File: src/pfx_defines.svh
`ifndef PFX_DEFINES_SVH
`define PFX_DEFINES_SVH

// line counts
`define PFX_N_IN          6
`define PFX_N_OUT         4
`define PFX_N_SYNC        8
`define PFX_N_FILT        15
`define PFX_N_DEST        24
`define PFX_N_SRC         17

// register word offsets (byte addresses)
`define PFX_OFF_IN_MODE    8'h00
`define PFX_OFF_FILT_SEL   8'h04
`define PFX_OFF_STATIC_IN  8'h08
`define PFX_OFF_STATIC_OUT 8'h0c
`define PFX_OFF_OUT_MODE   8'h10
`define PFX_OFF_OUT_SEL    8'h14
`define PFX_OFF_SYNC_ROUTE 8'h18
`define PFX_OFF_STATUS     8'h1c
`define PFX_OFF_DEST_BASE  8'h40
`define PFX_OFF_DEST_LAST  8'h9c

// axi responses
`define PFX_RESP_OKAY     2'h0
`define PFX_RESP_SLVERR   2'h2

// filter setting codes, two bits per filtered input
`define PFX_FILT_OFF      2'h0
`define PFX_FILT_FAST     2'h1
`define PFX_FILT_MID      2'h2
`define PFX_FILT_SLOW     2'h3

// samples needed to pass a new level
`define PFX_FAST_N        17'h00005
`define PFX_MID_N         17'h00101
`define PFX_SLOW_N        17'h18da8

// filter sample rate derived from the system clock
`define PFX_MCLK_MHZ      50
`define PFX_FCLK_MHZ      40
`define PFX_TICK_PERIOD   3'(`PFX_MCLK_MHZ / (`PFX_MCLK_MHZ - `PFX_FCLK_MHZ))

// destination config fields
`define PFX_DCFG_SEL_LSB  0
`define PFX_DCFG_INV      3
`define PFX_DCFG_EDGE     4
`define PFX_DCFG_EN       5

// sync route fields, four bits per sync bus line
`define PFX_SR_EN         3

`endif

File: src/pfx_pkg.sv
package pfx_pkg;
`include "pfx_defines.svh"

    typedef struct packed {
        logic        level;
        logic [16:0] cnt;
    } pfx_deb_s;

    typedef struct packed {
        logic prev;
        logic out;
    } pfx_dest_s;

    typedef struct packed {
        logic                   aw_held;
        logic [7:0]             aw_addr;
        logic                   w_held;
        logic [31:0]            w_data;
        logic [3:0]             w_strb;
        logic                   bvalid;
        logic [1:0]             bresp;
        logic                   rvalid;
        logic [1:0]             rresp;
        logic [31:0]            rdata;
        logic [5:0]             in_mode;
        logic [29:0]            filt_sel;
        logic [3:0]             out_mode;
        logic [19:0]            out_sel;
        logic [3:0]             out_data;
        logic [31:0]            sync_route;
        logic [23:0][5:0]       dest_cfg;
        logic [2:0]             tick_cnt;
        logic                   strap_done;
        logic [3:0]             pin_out;
        logic [7:0]             sync_out;
        logic [5:0]             static_in;
    } pfx_top_s;

endpackage : pfx_pkg

File: src/pfx_debounce.sv
`timescale 1ns/1ps
`include "pfx_defines.svh"

module pfx_debounce
    import pfx_pkg::*;
#(
    parameter logic [16:0] SLOW_N = `PFX_SLOW_N
) (
    input  wire logic       mclk,
    input  wire logic       reset_n,
    input  wire logic       tick,
    input  wire logic       raw,
    input  wire logic [1:0] setting,
    output logic            filtered
);

    pfx_deb_s    q;
    pfx_deb_s    next_q;
    logic [16:0] n_sel;

    ////////////////////////////////////////////////////////////////////////
    // sample count needed for the chosen setting
    always_comb begin
        unique case (setting)
            `PFX_FILT_OFF:  n_sel = '0;
            `PFX_FILT_FAST: n_sel = `PFX_FAST_N;
            `PFX_FILT_MID:  n_sel = `PFX_MID_N;
            `PFX_FILT_SLOW: n_sel = SLOW_N;
        endcase
    end

    // a new level passes only after n matching samples in a row
    always_comb begin
        next_q = q;
        if (setting == `PFX_FILT_OFF) begin
            next_q.level = raw;
            next_q.cnt   = '0;
        end else if (raw == q.level) begin
            next_q.cnt = '0;
        end else if (tick) begin
            if (q.cnt + 17'h1 >= n_sel) begin
                next_q.level = raw;
                next_q.cnt   = '0;
            end else begin
                next_q.cnt = q.cnt + 17'h1;
            end
        end
    end

    always_ff @(posedge mclk or negedge reset_n) begin
        if (!reset_n) begin
            q <= '0;
        end else begin
            q <= next_q;
        end
    end

    assign filtered = q.level;

    ////////////////////////////////////////////////////////////////////////
    chk_filter_settle: assert property (@(posedge mclk) disable iff (!reset_n)
        ($changed(filtered) && $past(setting) != `PFX_FILT_OFF)
        |-> ($past(q.cnt) + 17'h1 >= $past(n_sel)) && $past(tick))
        else $error("filtered level changed before n samples");
    chk_filter_glitch: assert property (@(posedge mclk) disable iff (!reset_n)
        (setting != `PFX_FILT_OFF && raw == filtered) |=> q.cnt == 17'h0)
        else $error("sample count not restarted on matching sample");
    chk_filter_bypass: assert property (@(posedge mclk) disable iff (!reset_n)
        (reset_n && setting == `PFX_FILT_OFF) |=> filtered == $past(raw))
        else $error("disabled filter did not pass input");

endmodule : pfx_debounce

File: src/pfx_dest.sv
`timescale 1ns/1ps
`include "pfx_defines.svh"

module pfx_dest
    import pfx_pkg::*;
(
    input  wire logic       mclk,
    input  wire logic       reset_n,
    input  wire logic [5:0] lines,
    input  wire logic [5:0] cfg,
    output logic            dest
);

    pfx_dest_s q;
    pfx_dest_s next_q;
    logic      level;

    ////////////////////////////////////////////////////////////////////////
    // pick a line, apply polarity, then level or rising-edge pulse
    always_comb begin
        level = 1'b0;
        if (cfg[`PFX_DCFG_SEL_LSB +: 3] < 3'(`PFX_N_IN)) begin
            level = lines[cfg[`PFX_DCFG_SEL_LSB +: 3]];
        end
        level       = level ^ cfg[`PFX_DCFG_INV];
        next_q.prev = level;
        next_q.out  = cfg[`PFX_DCFG_EN] &
                      (cfg[`PFX_DCFG_EDGE] ? (level & ~q.prev) : level);
    end

    always_ff @(posedge mclk or negedge reset_n) begin
        if (!reset_n) begin
            q <= '0;
        end else begin
            q <= next_q;
        end
    end

    assign dest = q.out;

    ////////////////////////////////////////////////////////////////////////
    chk_dest_edge: assert property (@(posedge mclk) disable iff (!reset_n)
        (dest && $past(cfg[`PFX_DCFG_EDGE])) |=> !dest || !$past(cfg[`PFX_DCFG_EDGE]))
        else $error("edge mode pulse lasted more than one cycle");

endmodule : pfx_dest

File: src/pfx_top.sv
// How it works
// - ten function lines: six input-only pins and four output-only pins.
// - each input pin is a timing input or a static input port bit.
// - each output pin exports a timing signal or a static output port bit.
// - any input pin routes to any analog or counter destination.
// - each destination chooses its polarity and edge or level sensing.
// - any output pin selects hold complete, counter, frequency, star or sync lines.
// - pins, sync bus and star inputs each have a debounce filter at 40 MHz.
// - a new level passes only after n consecutive matching samples.
// - settings give n of 5, 257 or 101800 samples, or bypass.
// - every filtered input holds its own filter setting.
// - all filters come out of reset disabled.
// - filter jitter stays within 25 ns for the short settings.
// - direct pin to sync bus and sync bus to pin paths are unfiltered.
// - output pins start low, or at a per-line power-up level.
//
// Implementation choices: the register offsets and the AXI4-Lite register port.
`timescale 1ns/1ps
`include "pfx_defines.svh"

module pfx_top
    import pfx_pkg::*;
#(
    parameter logic [16:0] SLOW_N = `PFX_SLOW_N
) (
    input  wire logic         mclk,
    input  wire logic         reset_n,
    // axi4-lite slave
    input  wire logic [7:0]   s_axi_awaddr,
    input  wire logic         s_axi_awvalid,
    output logic              s_axi_awready,
    input  wire logic [31:0]  s_axi_wdata,
    input  wire logic [3:0]   s_axi_wstrb,
    input  wire logic         s_axi_wvalid,
    output logic              s_axi_wready,
    output logic [1:0]        s_axi_bresp,
    output logic              s_axi_bvalid,
    input  wire logic         s_axi_bready,
    input  wire logic [7:0]   s_axi_araddr,
    input  wire logic         s_axi_arvalid,
    output logic              s_axi_arready,
    output logic [31:0]       s_axi_rdata,
    output logic [1:0]        s_axi_rresp,
    output logic              s_axi_rvalid,
    input  wire logic         s_axi_rready,
    // connector side
    input  wire logic [5:0]   programmable_function_pin_in,
    output logic [3:0]        programmable_function_pin_out,
    input  wire logic [3:0]   powerup_level,
    // internal timing sources
    input  wire logic         hold_complete_event,
    input  wire logic [1:0]   counter_source,
    input  wire logic [1:0]   counter_gate,
    input  wire logic [1:0]   counter_internal_output,
    input  wire logic         frequency_output,
    input  wire logic         star_trigger_in,
    input  wire logic [7:0]   sync_bus_line_in,
    // routed results
    output logic [23:0]       dest_out,
    output logic [5:0]        static_input_port,
    output logic [7:0]        sync_bus_line_out,
    output logic [7:0]        sync_bus_line_filtered,
    output logic              star_trigger_filtered
);

    pfx_top_s         q;
    pfx_top_s         next_q;
    logic [14:0]      filt_raw;
    logic [14:0]      filt_lvl;
    logic [5:0]       timing_lines;
    logic [16:0]      src_vec;
    logic             filt_tick;
    logic             wr_fire;
    logic             rd_fire;
    logic [5:0]       wr_idx;
    logic [5:0]       rd_idx;
    logic             wr_hit;
    logic             rd_hit;
    logic [31:0]      rd_word;

    ////////////////////////////////////////////////////////////////////////
    // merge a written word into a register under byte strobes
    function automatic logic [31:0] merge_word(input logic [31:0] old_w,
                                               input logic [31:0] new_w,
                                               input logic [3:0]  strb);
        logic [31:0] res;
        res = old_w;
        for (int b = 0; b < 4; b++) begin
            if (strb[b]) begin
                res[b*8 +: 8] = new_w[b*8 +: 8];
            end
        end
        return res;
    endfunction : merge_word

    ////////////////////////////////////////////////////////////////////////
    // 40 mhz sample tick from the 50 mhz clock: four ticks in every five
    // cycles, so sampling spacing varies by one cycle, 20 ns of jitter
    assign filt_tick = (q.tick_cnt != `PFX_TICK_PERIOD - 3'h1);

    // filtered inputs: six pins, eight sync bus lines, one star trigger
    assign filt_raw = {star_trigger_in, sync_bus_line_in, programmable_function_pin_in};

    for (genvar i = 0; i < `PFX_N_FILT; i++) begin : g_filt
        pfx_debounce #(
            .SLOW_N   (SLOW_N)
        ) u_deb (
            .mclk     (mclk),
            .reset_n  (reset_n),
            .tick     (filt_tick),
            .raw      (filt_raw[i]),
            .setting  (q.filt_sel[i*2 +: 2]),
            .filtered (filt_lvl[i])
        );
    end

    // static-mode pins are withheld from the timing routes
    assign timing_lines = filt_lvl[5:0] & ~q.in_mode;

    // every destination can take any of the six pins
    for (genvar d = 0; d < `PFX_N_DEST; d++) begin : g_dest
        pfx_dest u_dest (
            .mclk    (mclk),
            .reset_n (reset_n),
            .lines   (timing_lines),
            .cfg     (q.dest_cfg[d]),
            .dest    (dest_out[d])
        );
    end

    // export sources; sync lines are raw since pin paths bypass the filter
    assign src_vec = {sync_bus_line_in, star_trigger_in, frequency_output,
                      counter_internal_output[1], counter_gate[1], counter_source[1],
                      counter_internal_output[0], counter_gate[0], counter_source[0],
                      hold_complete_event};

    ////////////////////////////////////////////////////////////////////////
    // bus handshake terms
    assign s_axi_awready = !q.aw_held && !q.bvalid;
    assign s_axi_wready  = !q.w_held && !q.bvalid;
    assign s_axi_arready = !q.rvalid;
    assign wr_fire       = q.aw_held && q.w_held && !q.bvalid;
    assign rd_fire       = s_axi_arvalid && s_axi_arready;
    assign wr_idx        = q.aw_addr[7:2];
    assign rd_idx        = s_axi_araddr[7:2];

    // write decode: only writable words answer okay
    always_comb begin
        unique case (q.aw_addr & 8'hfc)
            `PFX_OFF_IN_MODE, `PFX_OFF_FILT_SEL, `PFX_OFF_STATIC_OUT,
            `PFX_OFF_OUT_MODE, `PFX_OFF_OUT_SEL, `PFX_OFF_SYNC_ROUTE: wr_hit = 1'b1;
            default: wr_hit = (q.aw_addr >= `PFX_OFF_DEST_BASE) &&
                              (q.aw_addr <= `PFX_OFF_DEST_LAST + 8'h3);
        endcase
    end

    // read mux; reserved bits read zero
    always_comb begin
        rd_word = '0;
        rd_hit  = 1'b1;
        unique case (s_axi_araddr & 8'hfc)
            `PFX_OFF_IN_MODE:    rd_word[5:0]  = q.in_mode;
            `PFX_OFF_FILT_SEL:   rd_word[29:0] = q.filt_sel;
            `PFX_OFF_STATIC_IN:  rd_word[5:0]  = q.static_in;
            `PFX_OFF_STATIC_OUT: rd_word[3:0]  = q.out_data;
            `PFX_OFF_OUT_MODE:   rd_word[3:0]  = q.out_mode;
            `PFX_OFF_OUT_SEL:    rd_word[19:0] = q.out_sel;
            `PFX_OFF_SYNC_ROUTE: rd_word       = q.sync_route;
            `PFX_OFF_STATUS:     rd_word[14:0] = filt_lvl;
            default: begin
                if (s_axi_araddr >= `PFX_OFF_DEST_BASE &&
                    s_axi_araddr <= `PFX_OFF_DEST_LAST + 8'h3) begin
                    rd_word[5:0] = q.dest_cfg[rd_idx - 6'(`PFX_OFF_DEST_BASE >> 2)];
                end else begin
                    rd_hit = 1'b0;
                end
            end
        endcase
    end

    ////////////////////////////////////////////////////////////////////////
    // next state of everything
    always_comb begin
        logic [31:0] wv;
        wv     = '0;
        next_q = q;

        // write address and data are taken in either order
        if (s_axi_awvalid && s_axi_awready) begin
            next_q.aw_held = 1'b1;
            next_q.aw_addr = s_axi_awaddr;
        end
        if (s_axi_wvalid && s_axi_wready) begin
            next_q.w_held = 1'b1;
            next_q.w_data = s_axi_wdata;
            next_q.w_strb = s_axi_wstrb;
        end
        if (q.bvalid && s_axi_bready) begin
            next_q.bvalid = 1'b0;
        end

        // register write once both halves are held
        if (wr_fire) begin
            next_q.aw_held = 1'b0;
            next_q.w_held  = 1'b0;
            next_q.bvalid  = 1'b1;
            next_q.bresp   = wr_hit ? `PFX_RESP_OKAY : `PFX_RESP_SLVERR;
            unique case (q.aw_addr & 8'hfc)
                `PFX_OFF_IN_MODE: begin
                    wv             = merge_word(32'(q.in_mode), q.w_data, q.w_strb);
                    next_q.in_mode = wv[5:0];
                end
                `PFX_OFF_FILT_SEL: begin
                    wv              = merge_word(32'(q.filt_sel), q.w_data, q.w_strb);
                    next_q.filt_sel = wv[29:0];
                end
                `PFX_OFF_STATIC_OUT: begin
                    wv              = merge_word(32'(q.out_data), q.w_data, q.w_strb);
                    next_q.out_data = wv[3:0];
                end
                `PFX_OFF_OUT_MODE: begin
                    wv              = merge_word(32'(q.out_mode), q.w_data, q.w_strb);
                    next_q.out_mode = wv[3:0];
                end
                `PFX_OFF_OUT_SEL: begin
                    wv             = merge_word(32'(q.out_sel), q.w_data, q.w_strb);
                    next_q.out_sel = wv[19:0];
                end
                `PFX_OFF_SYNC_ROUTE: begin
                    next_q.sync_route = merge_word(q.sync_route, q.w_data, q.w_strb);
                end
                default: begin
                    if (wr_hit) begin
                        wv = merge_word(32'(q.dest_cfg[wr_idx - 6'(`PFX_OFF_DEST_BASE >> 2)]),
                                        q.w_data, q.w_strb);
                        next_q.dest_cfg[wr_idx - 6'(`PFX_OFF_DEST_BASE >> 2)] = wv[5:0];
                    end
                end
            endcase
        end

        // read answer one cycle after the address is taken
        if (q.rvalid && s_axi_rready) begin
            next_q.rvalid = 1'b0;
        end
        if (rd_fire) begin
            next_q.rvalid = 1'b1;
            next_q.rdata  = rd_word;
            next_q.rresp  = rd_hit ? `PFX_RESP_OKAY : `PFX_RESP_SLVERR;
        end

        // filter tick phase
        next_q.tick_cnt = (q.tick_cnt == `PFX_TICK_PERIOD - 3'h1) ? 3'h0 : q.tick_cnt + 3'h1;

        // power-up level is caught once, the cycle after reset release
        if (!q.strap_done) begin
            next_q.strap_done = 1'b1;
            next_q.out_data   = powerup_level;
        end

        // static input port shows filtered levels of static-mode pins
        next_q.static_in = filt_lvl[5:0] & q.in_mode;

        // output pins: timing export or static output bit
        for (int o = 0; o < `PFX_N_OUT; o++) begin
            if (q.out_mode[o] && q.out_sel[o*5 +: 5] < 5'(`PFX_N_SRC)) begin
                next_q.pin_out[o] = src_vec[q.out_sel[o*5 +: 5]];
            end else if (q.out_mode[o]) begin
                next_q.pin_out[o] = 1'b0;
            end else begin
                next_q.pin_out[o] = q.out_data[o];
            end
        end

        // sync bus driven from raw pins, never the filtered copy
        for (int s = 0; s < `PFX_N_SYNC; s++) begin
            next_q.sync_out[s] = 1'b0;
            if (q.sync_route[s*4 + `PFX_SR_EN] && q.sync_route[s*4 +: 3] < 3'(`PFX_N_IN)) begin
                next_q.sync_out[s] = programmable_function_pin_in[q.sync_route[s*4 +: 3]];
            end
        end
    end

    ////////////////////////////////////////////////////////////////////////
    // all state; filters reset disabled and output pins reset low
    always_ff @(posedge mclk or negedge reset_n) begin
        if (!reset_n) begin
            q <= '0;
        end else begin
            q <= next_q;
        end
    end

    assign s_axi_bvalid                  = q.bvalid;
    assign s_axi_bresp                   = q.bresp;
    assign s_axi_rvalid                  = q.rvalid;
    assign s_axi_rresp                   = q.rresp;
    assign s_axi_rdata                   = q.rdata;
    assign programmable_function_pin_out = q.pin_out;
    assign static_input_port             = q.static_in;
    assign sync_bus_line_out             = q.sync_out;
    assign sync_bus_line_filtered        = filt_lvl[13:6];
    assign star_trigger_filtered         = filt_lvl[14];

    ////////////////////////////////////////////////////////////////////////
    chk_static_in_follow: assert property (@(posedge mclk) disable iff (!reset_n)
        static_input_port == $past(filt_lvl[5:0] & q.in_mode))
        else $error("static input port does not follow static-mode pins");
    chk_out_static_bit: assert property (@(posedge mclk) disable iff (!reset_n)
        (!q.out_mode[0] && q.strap_done) |=> programmable_function_pin_out[0] == $past(q.out_data[0]))
        else $error("static output bit not driven on pin");
    chk_out_timing_src: assert property (@(posedge mclk) disable iff (!reset_n)
        (q.out_mode[1] && q.out_sel[9:5] == 5'h08) |=> programmable_function_pin_out[1] == $past(star_trigger_in))
        else $error("star trigger not exported on selected pin");
    chk_sync_raw_path: assert property (@(posedge mclk) disable iff (!reset_n)
        (q.sync_route[3:0] == 4'h8) |=> sync_bus_line_out[0] == $past(programmable_function_pin_in[0]))
        else $error("sync bus line not fed from raw pin");
    chk_powerup_low: assert property (@(posedge mclk)
        $rose(reset_n) |-> programmable_function_pin_out == 4'h0 && q.filt_sel == '0)
        else $error("outputs or filters not at reset state after release");
    chk_tick_rate: assert property (@(posedge mclk) disable iff (!reset_n)
        !filt_tick |=> filt_tick [*4])
        else $error("filter tick spacing wrong");

    cov_write_done:  cover property (@(posedge mclk) disable iff (!reset_n) wr_fire && wr_hit);
    cov_read_slverr: cover property (@(posedge mclk) disable iff (!reset_n) rd_fire && !rd_hit);
    cov_filter_pass: cover property (@(posedge mclk) disable iff (!reset_n)
        q.filt_sel[1:0] == `PFX_FILT_FAST && $rose(filt_lvl[0]));

endmodule : pfx_top
File: config.mk
export PLATFORM = sky130hd
export DESIGN_NAME = pfx_top
export DESIGN_NICKNAME = d
export VERILOG_FILES = /design/src/pfx_pkg.sv /design/src/pfx_debounce.sv /design/src/pfx_dest.sv /design/src/pfx_top.sv
export VERILOG_INCLUDE_DIRS = /design/src /design/src/src
export SDC_FILE = /design/constraint.sdc
export NUM_CORES = 2
export LEC_CHECK = 0
export ABC_AREA = 1
export BUFFER_PORTS_ARGS = -buffer_cell sky130_fd_sc_hd__buf_2
export CAP_MARGIN = 10
export CORE_MARGIN = 10
export CORE_UTILIZATION = 45
export CTS_BUF_LIST = sky130_fd_sc_hd__clkbuf_4 sky130_fd_sc_hd__clkbuf_8 sky130_fd_sc_hd__clkbuf_16
export DETAILED_ROUTE_END_ITERATION = 8
export GPL_ROUTABILITY_DRIVEN = 0
export SLEW_MARGIN = 30
export SYNTH_ARGS = -nofsm -noshare
export SYNTH_HDL_FRONTEND = slang
export SYNTH_SLANG_ARGS = --single-unit
File: constraint.sdc
create_clock -name mclk -period 4.3 [get_ports mclk]
set_clock_uncertainty 0.1 [all_clocks]
set_input_delay 0.43 -clock mclk [delete_from_list [all_inputs] [get_ports mclk]]
set_output_delay 0.43 -clock mclk [all_outputs]
set_load 0.005 [all_outputs]
# Yosys cells after proc, flatten, opt, wreduce, memory -nomap -nowiden
# Index checks and enable logic that the tools add are counted.
# Widths: inputs -> output; s select.
[word_totals]
word_cells = 846
reg_bits = 664
in_bits = 86
[op_classes]
n_reduce_logical = 127
add_sub_neg = 18
muxes = 284
bitwise_logic = 100
order_cmp = 94
n_eq_ne = 92
[ops]
columns = ["operator", "count"]
rows = [
  ["$pmux 17 s4", 15],
  ["$mux 18", 30],
  ["$mux 17", 30],
  ["$mux 144", 2],
  ["$add 17x1->17 const B", 15],
  ["$ge 17x17->1", 15],
  ["$mux 180", 1],
  ["$bwmux 144", 1],
  ["$mux 1", 137],
  ["$lt 3x4->1 const B", 32],
  ["$bmux 1 s3", 32],
  ["$lt 3x3->1 const B", 32],
  ["$reduce_and 3->1", 30],
  ["$reduce_bool 2->1", 34],
  ["$bmux 6 s5", 2],
  ["$eq 2x2->1 const B", 30],
  ["$and 1x1->1", 48],
  ["$mux 6", 8],
  ["$reduce_bool 3->1", 15],
  ["$eq 6x3->1 const B", 7],
  ["$mux 37", 1],
  ["$ne 2x1->1 const B", 18],
  ["$pmux 9 s4", 1],
  ["$mux 35", 1],
  ["37 further kinds", 178],
]

# Depth between registers and ports, before layout
[logic_depth]
ltp_word = 12
depth_mapped = 21

# Cells and area by module
# Synthesis repeated with hierarchy kept, for this count alone.
[unflattened]
hier_cells = 6588
hier_area_um2 = 46935.0
[by_module_without_submodules]
columns = ["module", "cells_each", "seq_area_each_um2", "instances", "area_each_um2"]
rows = [
  ["pfx_top", 2649, 8608.3, 1, 18720.5],
  ["pfx_debounce (g_filt[11].u_deb ...)", 211, 450.4, 11, 1549.0],
  ["pfx_dest", 32, 50.0, 24, 202.7],
  ["pfx_debounce (g_filt[0].u_deb ...)", 212, 450.4, 3, 1581.5],
  ["pfx_debounce (g_filt[4].u_deb)", 214, 450.4, 1, 1566.5],
]

# Worst setup path after synthesis
# No wires, ideal clock.
[synth_timing]
path_type = "register -> register"
from = "reg g_filt[7].u_deb.q[0] (netlist bit)"
to = "reg g_filt[7].u_deb.q[7] (netlist bit)"
path_buffers = 1
path_stages_with_launch = 20
period_less_slack_ns = 2.759
arrival_time_ns = 2.516
required_ns = 4.057
path_slack_ns = 1.541
path_cell_list = "dfrtp_1 ha_1 nand2_1 inv_1 nand2_2 nor2_2 nand4_1 xor2_1 ha_1 nand2_1 inv_1 nand3_1 nor3_1 nand2_1 nand3b_1 nor2_1 nor2_1 nand2_2 buf_6 o22ai_1"
[synth_via]
elab_chain_cells = 6
[synth_lines]
columns = ["element", "line", "source"]
rows = [
  ["start, declared", "pfx_debounce.sv:17", "pfx_deb_s q;"],
  ["start signal, assigned", "pfx_debounce.sv:54", "q <= next_q;"],
  ["$add 17x1->17 (*)", "pfx_debounce.sv:41, pfx_debounce.sv:45", ""],
  ["$ge 17x17->1", "pfx_debounce.sv:41", "if (q.cnt + 17'h1 >= n_sel) begin"],
  ["$mux 17 (*)", "pfx_debounce.sv:41", ""],
  ["$mux 18 (*)", "pfx_debounce.sv:40", "end else if (tick) begin"],
  ["$mux 17 (*)", "pfx_debounce.sv:38", "end else if (raw == q.level) begin"],
  ["$mux 18 (*)", "pfx_debounce.sv:35", "if (setting == `PFX_FILT_OFF) begin"],
]
# Every way passes the cells marked *; elsewhere a longest branch is shown, timed or not. The select of a mux whose other input is x is not followed.
# A chain may end at the register's enable or synchronous reset.

# Final worst setup path
[layout_timing]
from = "reg g_filt[0].u_deb.q[0] (netlist bit)"
to = "reg g_filt[0].u_deb.q, in the netlist g_filt[0].u_deb.filtered"
[layout_via]
elab_chain_cells = 4
[layout_lines]
columns = ["element", "line"]
rows = [
  ["start, declared", "pfx_debounce.sv:17"],
  ["start signal, assigned", "pfx_debounce.sv:54"],
  ["$add 17x1->17", "pfx_debounce.sv:41"],
  ["$ge 17x17->1", "pfx_debounce.sv:41"],
  ["$reduce_bool 2->1 (no source line)", "n/a"],
  ["$reduce_and 3->1 (no source line)", "n/a"],
]
# No other way between the ends.

==> results.sh <==
export IMPL_outcome="complete, no violations"
export IMPL_synthAdderAreaFrac_pct=6.67
export IMPL_fin_crit_ps=3510
export IMPL_row_count=113
export IMPL_cts_root_buf="clkbuf_16"
export IMPL_worst_r2r_setup_slack_ps=790
export IMPL_worstPathMaxFanout=19
export IMPL_synth_compound_area_share_pct=13.6
export IMPL_cp_startpoint="g_filt[0].u_deb.q[0]"
export IMPL_r2r_cells=20
export IMPL_rsz0062_at_grt="no"
export IMPL_grt_usage_pct=25.0
export IMPL_setup_worst_path_end="g_filt[0].u_deb.filtered"
export IMPL_start_util_pct=45.4
export IMPL_synth_area_per_cell_um2=7.34
export IMPL_synth_cell_types=66
export IMPL_max_freq_ghz=0.284
export IMPL_drt_vias_per_instance=5.46
export IMPL_clockBufferDepth=3
export IMPL_ioPinCount=178
export IMPL_die_height_um=330
export IMPL_yosys_register_bits=662
export IMPL_tightest_slew_ps=996
export IMPL_path_class="reg -> reg"
export IMPL_min_period_over_period_pct=81.7
export IMPL_grt_max_degree=96
export IMPL_path_cells="ha_1 -> nand2_1 -> nor2_1 -> nand2_1 -> nor2_1 -> nand2_1 -> nor3_1 -> xor2_1 -> ha_1 -> nand2_1 -> nor3b_1 -> nand3_1 -> nor2_1 -> nand3_1 -> nand2_1 -> nor2_1 -> nand2_2 -> nand2_1 -> nand2_1 -> nand2_1"
export IMPL_crit_top_cell="nand2_1"
export IMPL_die_area_um2=109000
export IMPL_grt_first_pass_wirelength_um=217000
export IMPL_n_fill_cell=9399
export IMPL_overflow=0
export IMPL_vias=40100
export IMPL_critPathSlowestCell="dfrtp_1"
export IMPL_yosys_warnings=0
export IMPL_cts_inserted_buffers=80
export IMPL_synth_edf_count=0
export IMPL_cp_end_kind="flip-flop"
export IMPL_synthXorXnorAreaFrac_pct=3.45
export IMPL_tns_ps=0
export IMPL_drt_iter0_drc=3712
export IMPL_syn_area_um2=43100
export IMPL_die_w_um=330
export IMPL_reg2reg_to="g_filt[0].u_deb.filtered"
export IMPL_setup_viol=0
export IMPL_wl_um=138000
export IMPL_maxCapViolations=0
export IMPL_synth_top_family_by_area="simple AND/OR/NAND/NOR gates"
export IMPL_synthCells=5874
export IMPL_grt_pass1_vias=38200
export IMPL_hold_viol=0
export IMPL_layout_drive_gt1_share_pct=8.77
export IMPL_clk_latency_ps=660
export IMPL_drcViolationCount=0
export IMPL_ys_flop_type="dfrtp_1"
export IMPL_hp_class="in -> reg"
export IMPL_vdd_drop_max_mv=0.399
export IMPL_leakage_nw=23.2
export IMPL_arrival_ps=3950
export IMPL_cp_slowest_stage_delay_ps=460
export IMPL_r2r_start="g_filt[0].u_deb.q[0]"
export IMPL_syn_to_final_growth_pct=12.0
export IMPL_yosysSeqAreaShare_pct=38.4
export IMPL_cts_sinks=662
export IMPL_clk_pin_slew_worst_paths_ps=60
export IMPL_slew_headroom_pct=33.5
export IMPL_synth_simple_area_share_pct=27.6
export IMPL_async_flop_share_pct=100
export IMPL_wl_per_cell_um=18.8
export IMPL_final_nets=6331
export IMPL_synthMuxAreaShare_pct=0.131
export IMPL_worst_endpoint_required_ps=4730
export IMPL_first_pass_iters=6
export IMPL_port_buffers=173
export IMPL_drv_slew=0
export IMPL_post_cts_buffers=0
export IMPL_regArea_um2=16600
export IMPL_cts_tree="yes"
export IMPL_htree_levels=3
export IMPL_power_density_nw_per_um2=438
export IMPL_drtAntennaViolNets=0
export IMPL_core_um2=95000
export IMPL_final_util_pct=50.8
export IMPL_antenna_found_initial=8
export IMPL_post_dp_hpwl_um=100000
export IMPL_multi_input_area_um2=22200
export IMPL_worst_setup_path_start_kind="flip-flop"
-- area by class of cell --
type,count,area share [%]
Clock buffer,118,5.03
Antenna cell,8,0.0415
Clock inverter,26,0.881
Multi-Input combinational cell,4172,46.0
Sequential cell,662,34.3
Inverter,807,6.29
Timing Repair Buffer,292,4.20
Tap cell,1265,3.28
-- per-layer routing --
layer / part of all wire (%) / vias up / global-route usage (%)
met1: 45 / 19100 / 34.0
met2: 45 / 1291 / 39.5
li1: - / 19400 / -
met4: 3.6 / 4 / 9.13
met5: 0.025 / - / 0
met3: 7.2 / 279 / 4.39
-- metrics by stage --
step	cell area, µm²	setup slack, ps	hold slack [ps]	power (mW)	cells
global route	48300	511	49.5	22.2	7346
detailed placement	44900	888	302	13.7	7146
finish	48300	785	66.2	21.2	7350
floorplan	43100	1540	34.4	11.4	5875
global placement	44800	897	307	13.6	7145
CTS	48200	852	21.7	21.2	7341
-- worst min-delay path by stage --
stage | from | endpoint | cells past startpoint
global placement | g_dest[9].u_dest.q[1] | g_dest[9].u_dest.dest | 1
global route | programmable_function_pin_in[1] | g_filt[1].u_deb.filtered | 3
finish | sync_bus_line_in[6] | g_filt[12].u_deb.filtered | 3
detailed placement | g_dest[8].u_dest.q[1] | g_dest[8].u_dest.dest | 1
floorplan | reset_n | asynchronous set/reset pin | 0
CTS | s_axi_wdata[28] | q[332] | 3
-- logic make-up after synthesis --
logic type               count (synthesis)
multiplexers                             5
AO/OA/AOI/OAI                          964
buffers and inverters                 1041
other                                    2
flip-flops                             662
XOR/XNOR                               170
AND/OR/NAND/NOR                       2800
adder cells (fa/ha/maj)                230
-- synthesized netlist by cell type, types with 3 or more instances --
cell       number  share of area, %
o31ai_1         9              0.16
a21o_1          5             0.087
mux2_2          5              0.13
o22ai_2        24              0.70
o221ai_1       17              0.35
nand4_1        66              0.96
nor3_1         85              0.99
nor2_2         16              0.23
a21oi_1       151               1.8
clkbuf_1       93              0.81
o211ai_1       13              0.23
nor2_1        419               3.6
a221oi_1       21              0.43
a211o_1        15              0.30
inv_2          31              0.27
dfrtp_1       662                38
o21ai_0       365               4.2
a21boi_0       12              0.21
a22oi_1        28              0.49
nor4_1         12              0.17
nand3_2         3             0.070
buf_4          99               1.7
clkinv_1        7             0.061
a32oi_1         6              0.12
o21ai_1        18              0.21
nand2_2        18              0.26
nor2_4         19              0.50
nand3b_1       21              0.37
nand3_1       446               5.2
xnor2_1        23              0.47
buf_6           9              0.24
o2111ai_1      12              0.24
o22ai_1       230               3.3
nor3_2          5              0.12
nand2_1      1674                15
nor4_4          4              0.20
buf_2          31              0.36
xor2_1        147               3.0
inv_1         766               6.7
ha_1          230               6.7
o21bai_1       11              0.19
a211oi_1       15              0.26
-- worst max-delay path: cells and delay by family, from the launching register on --
| family | cells | cell delay, ps |
|---|---|---|
| adders and majority gates | 2 | 540 |
| DFF | 1 | 460 |
| and+or+nand+nor | 17 | 2130 |
| xor gates and xnor gates | 1 | 130 |
-- timing repair --
action / CTS / global route
gates resized for setup: 0 / 0
hold endpoints to repair: 132 / 0
endpoints found under the setup margin: 0 / 0
hold buffers: 51 / 0
-- power by group --
group | switching, mW | internal [mW] | total, mW
Combinational | 4.31 | 1.69 | 5.99
Clock | 2.81 | 4.57 | 7.37
Sequential | 0.752 | 7.04 | 7.80
Total | 7.87 | 13.3 | 21.2
-- placed cells by master (no fill, tap or decap), drive strengths merged, types with 68 or more instances in the layout --
cell type and n:
a21oi 152, buf 241, clkbuf 118, dfrtp 662
ha 230, inv 802, nand2 1694, nand3 449
nand4 68, nor2 455, nor3 90, o21ai 385
o22ai 254, xor2 147
(Power assumes the default switching activity.)
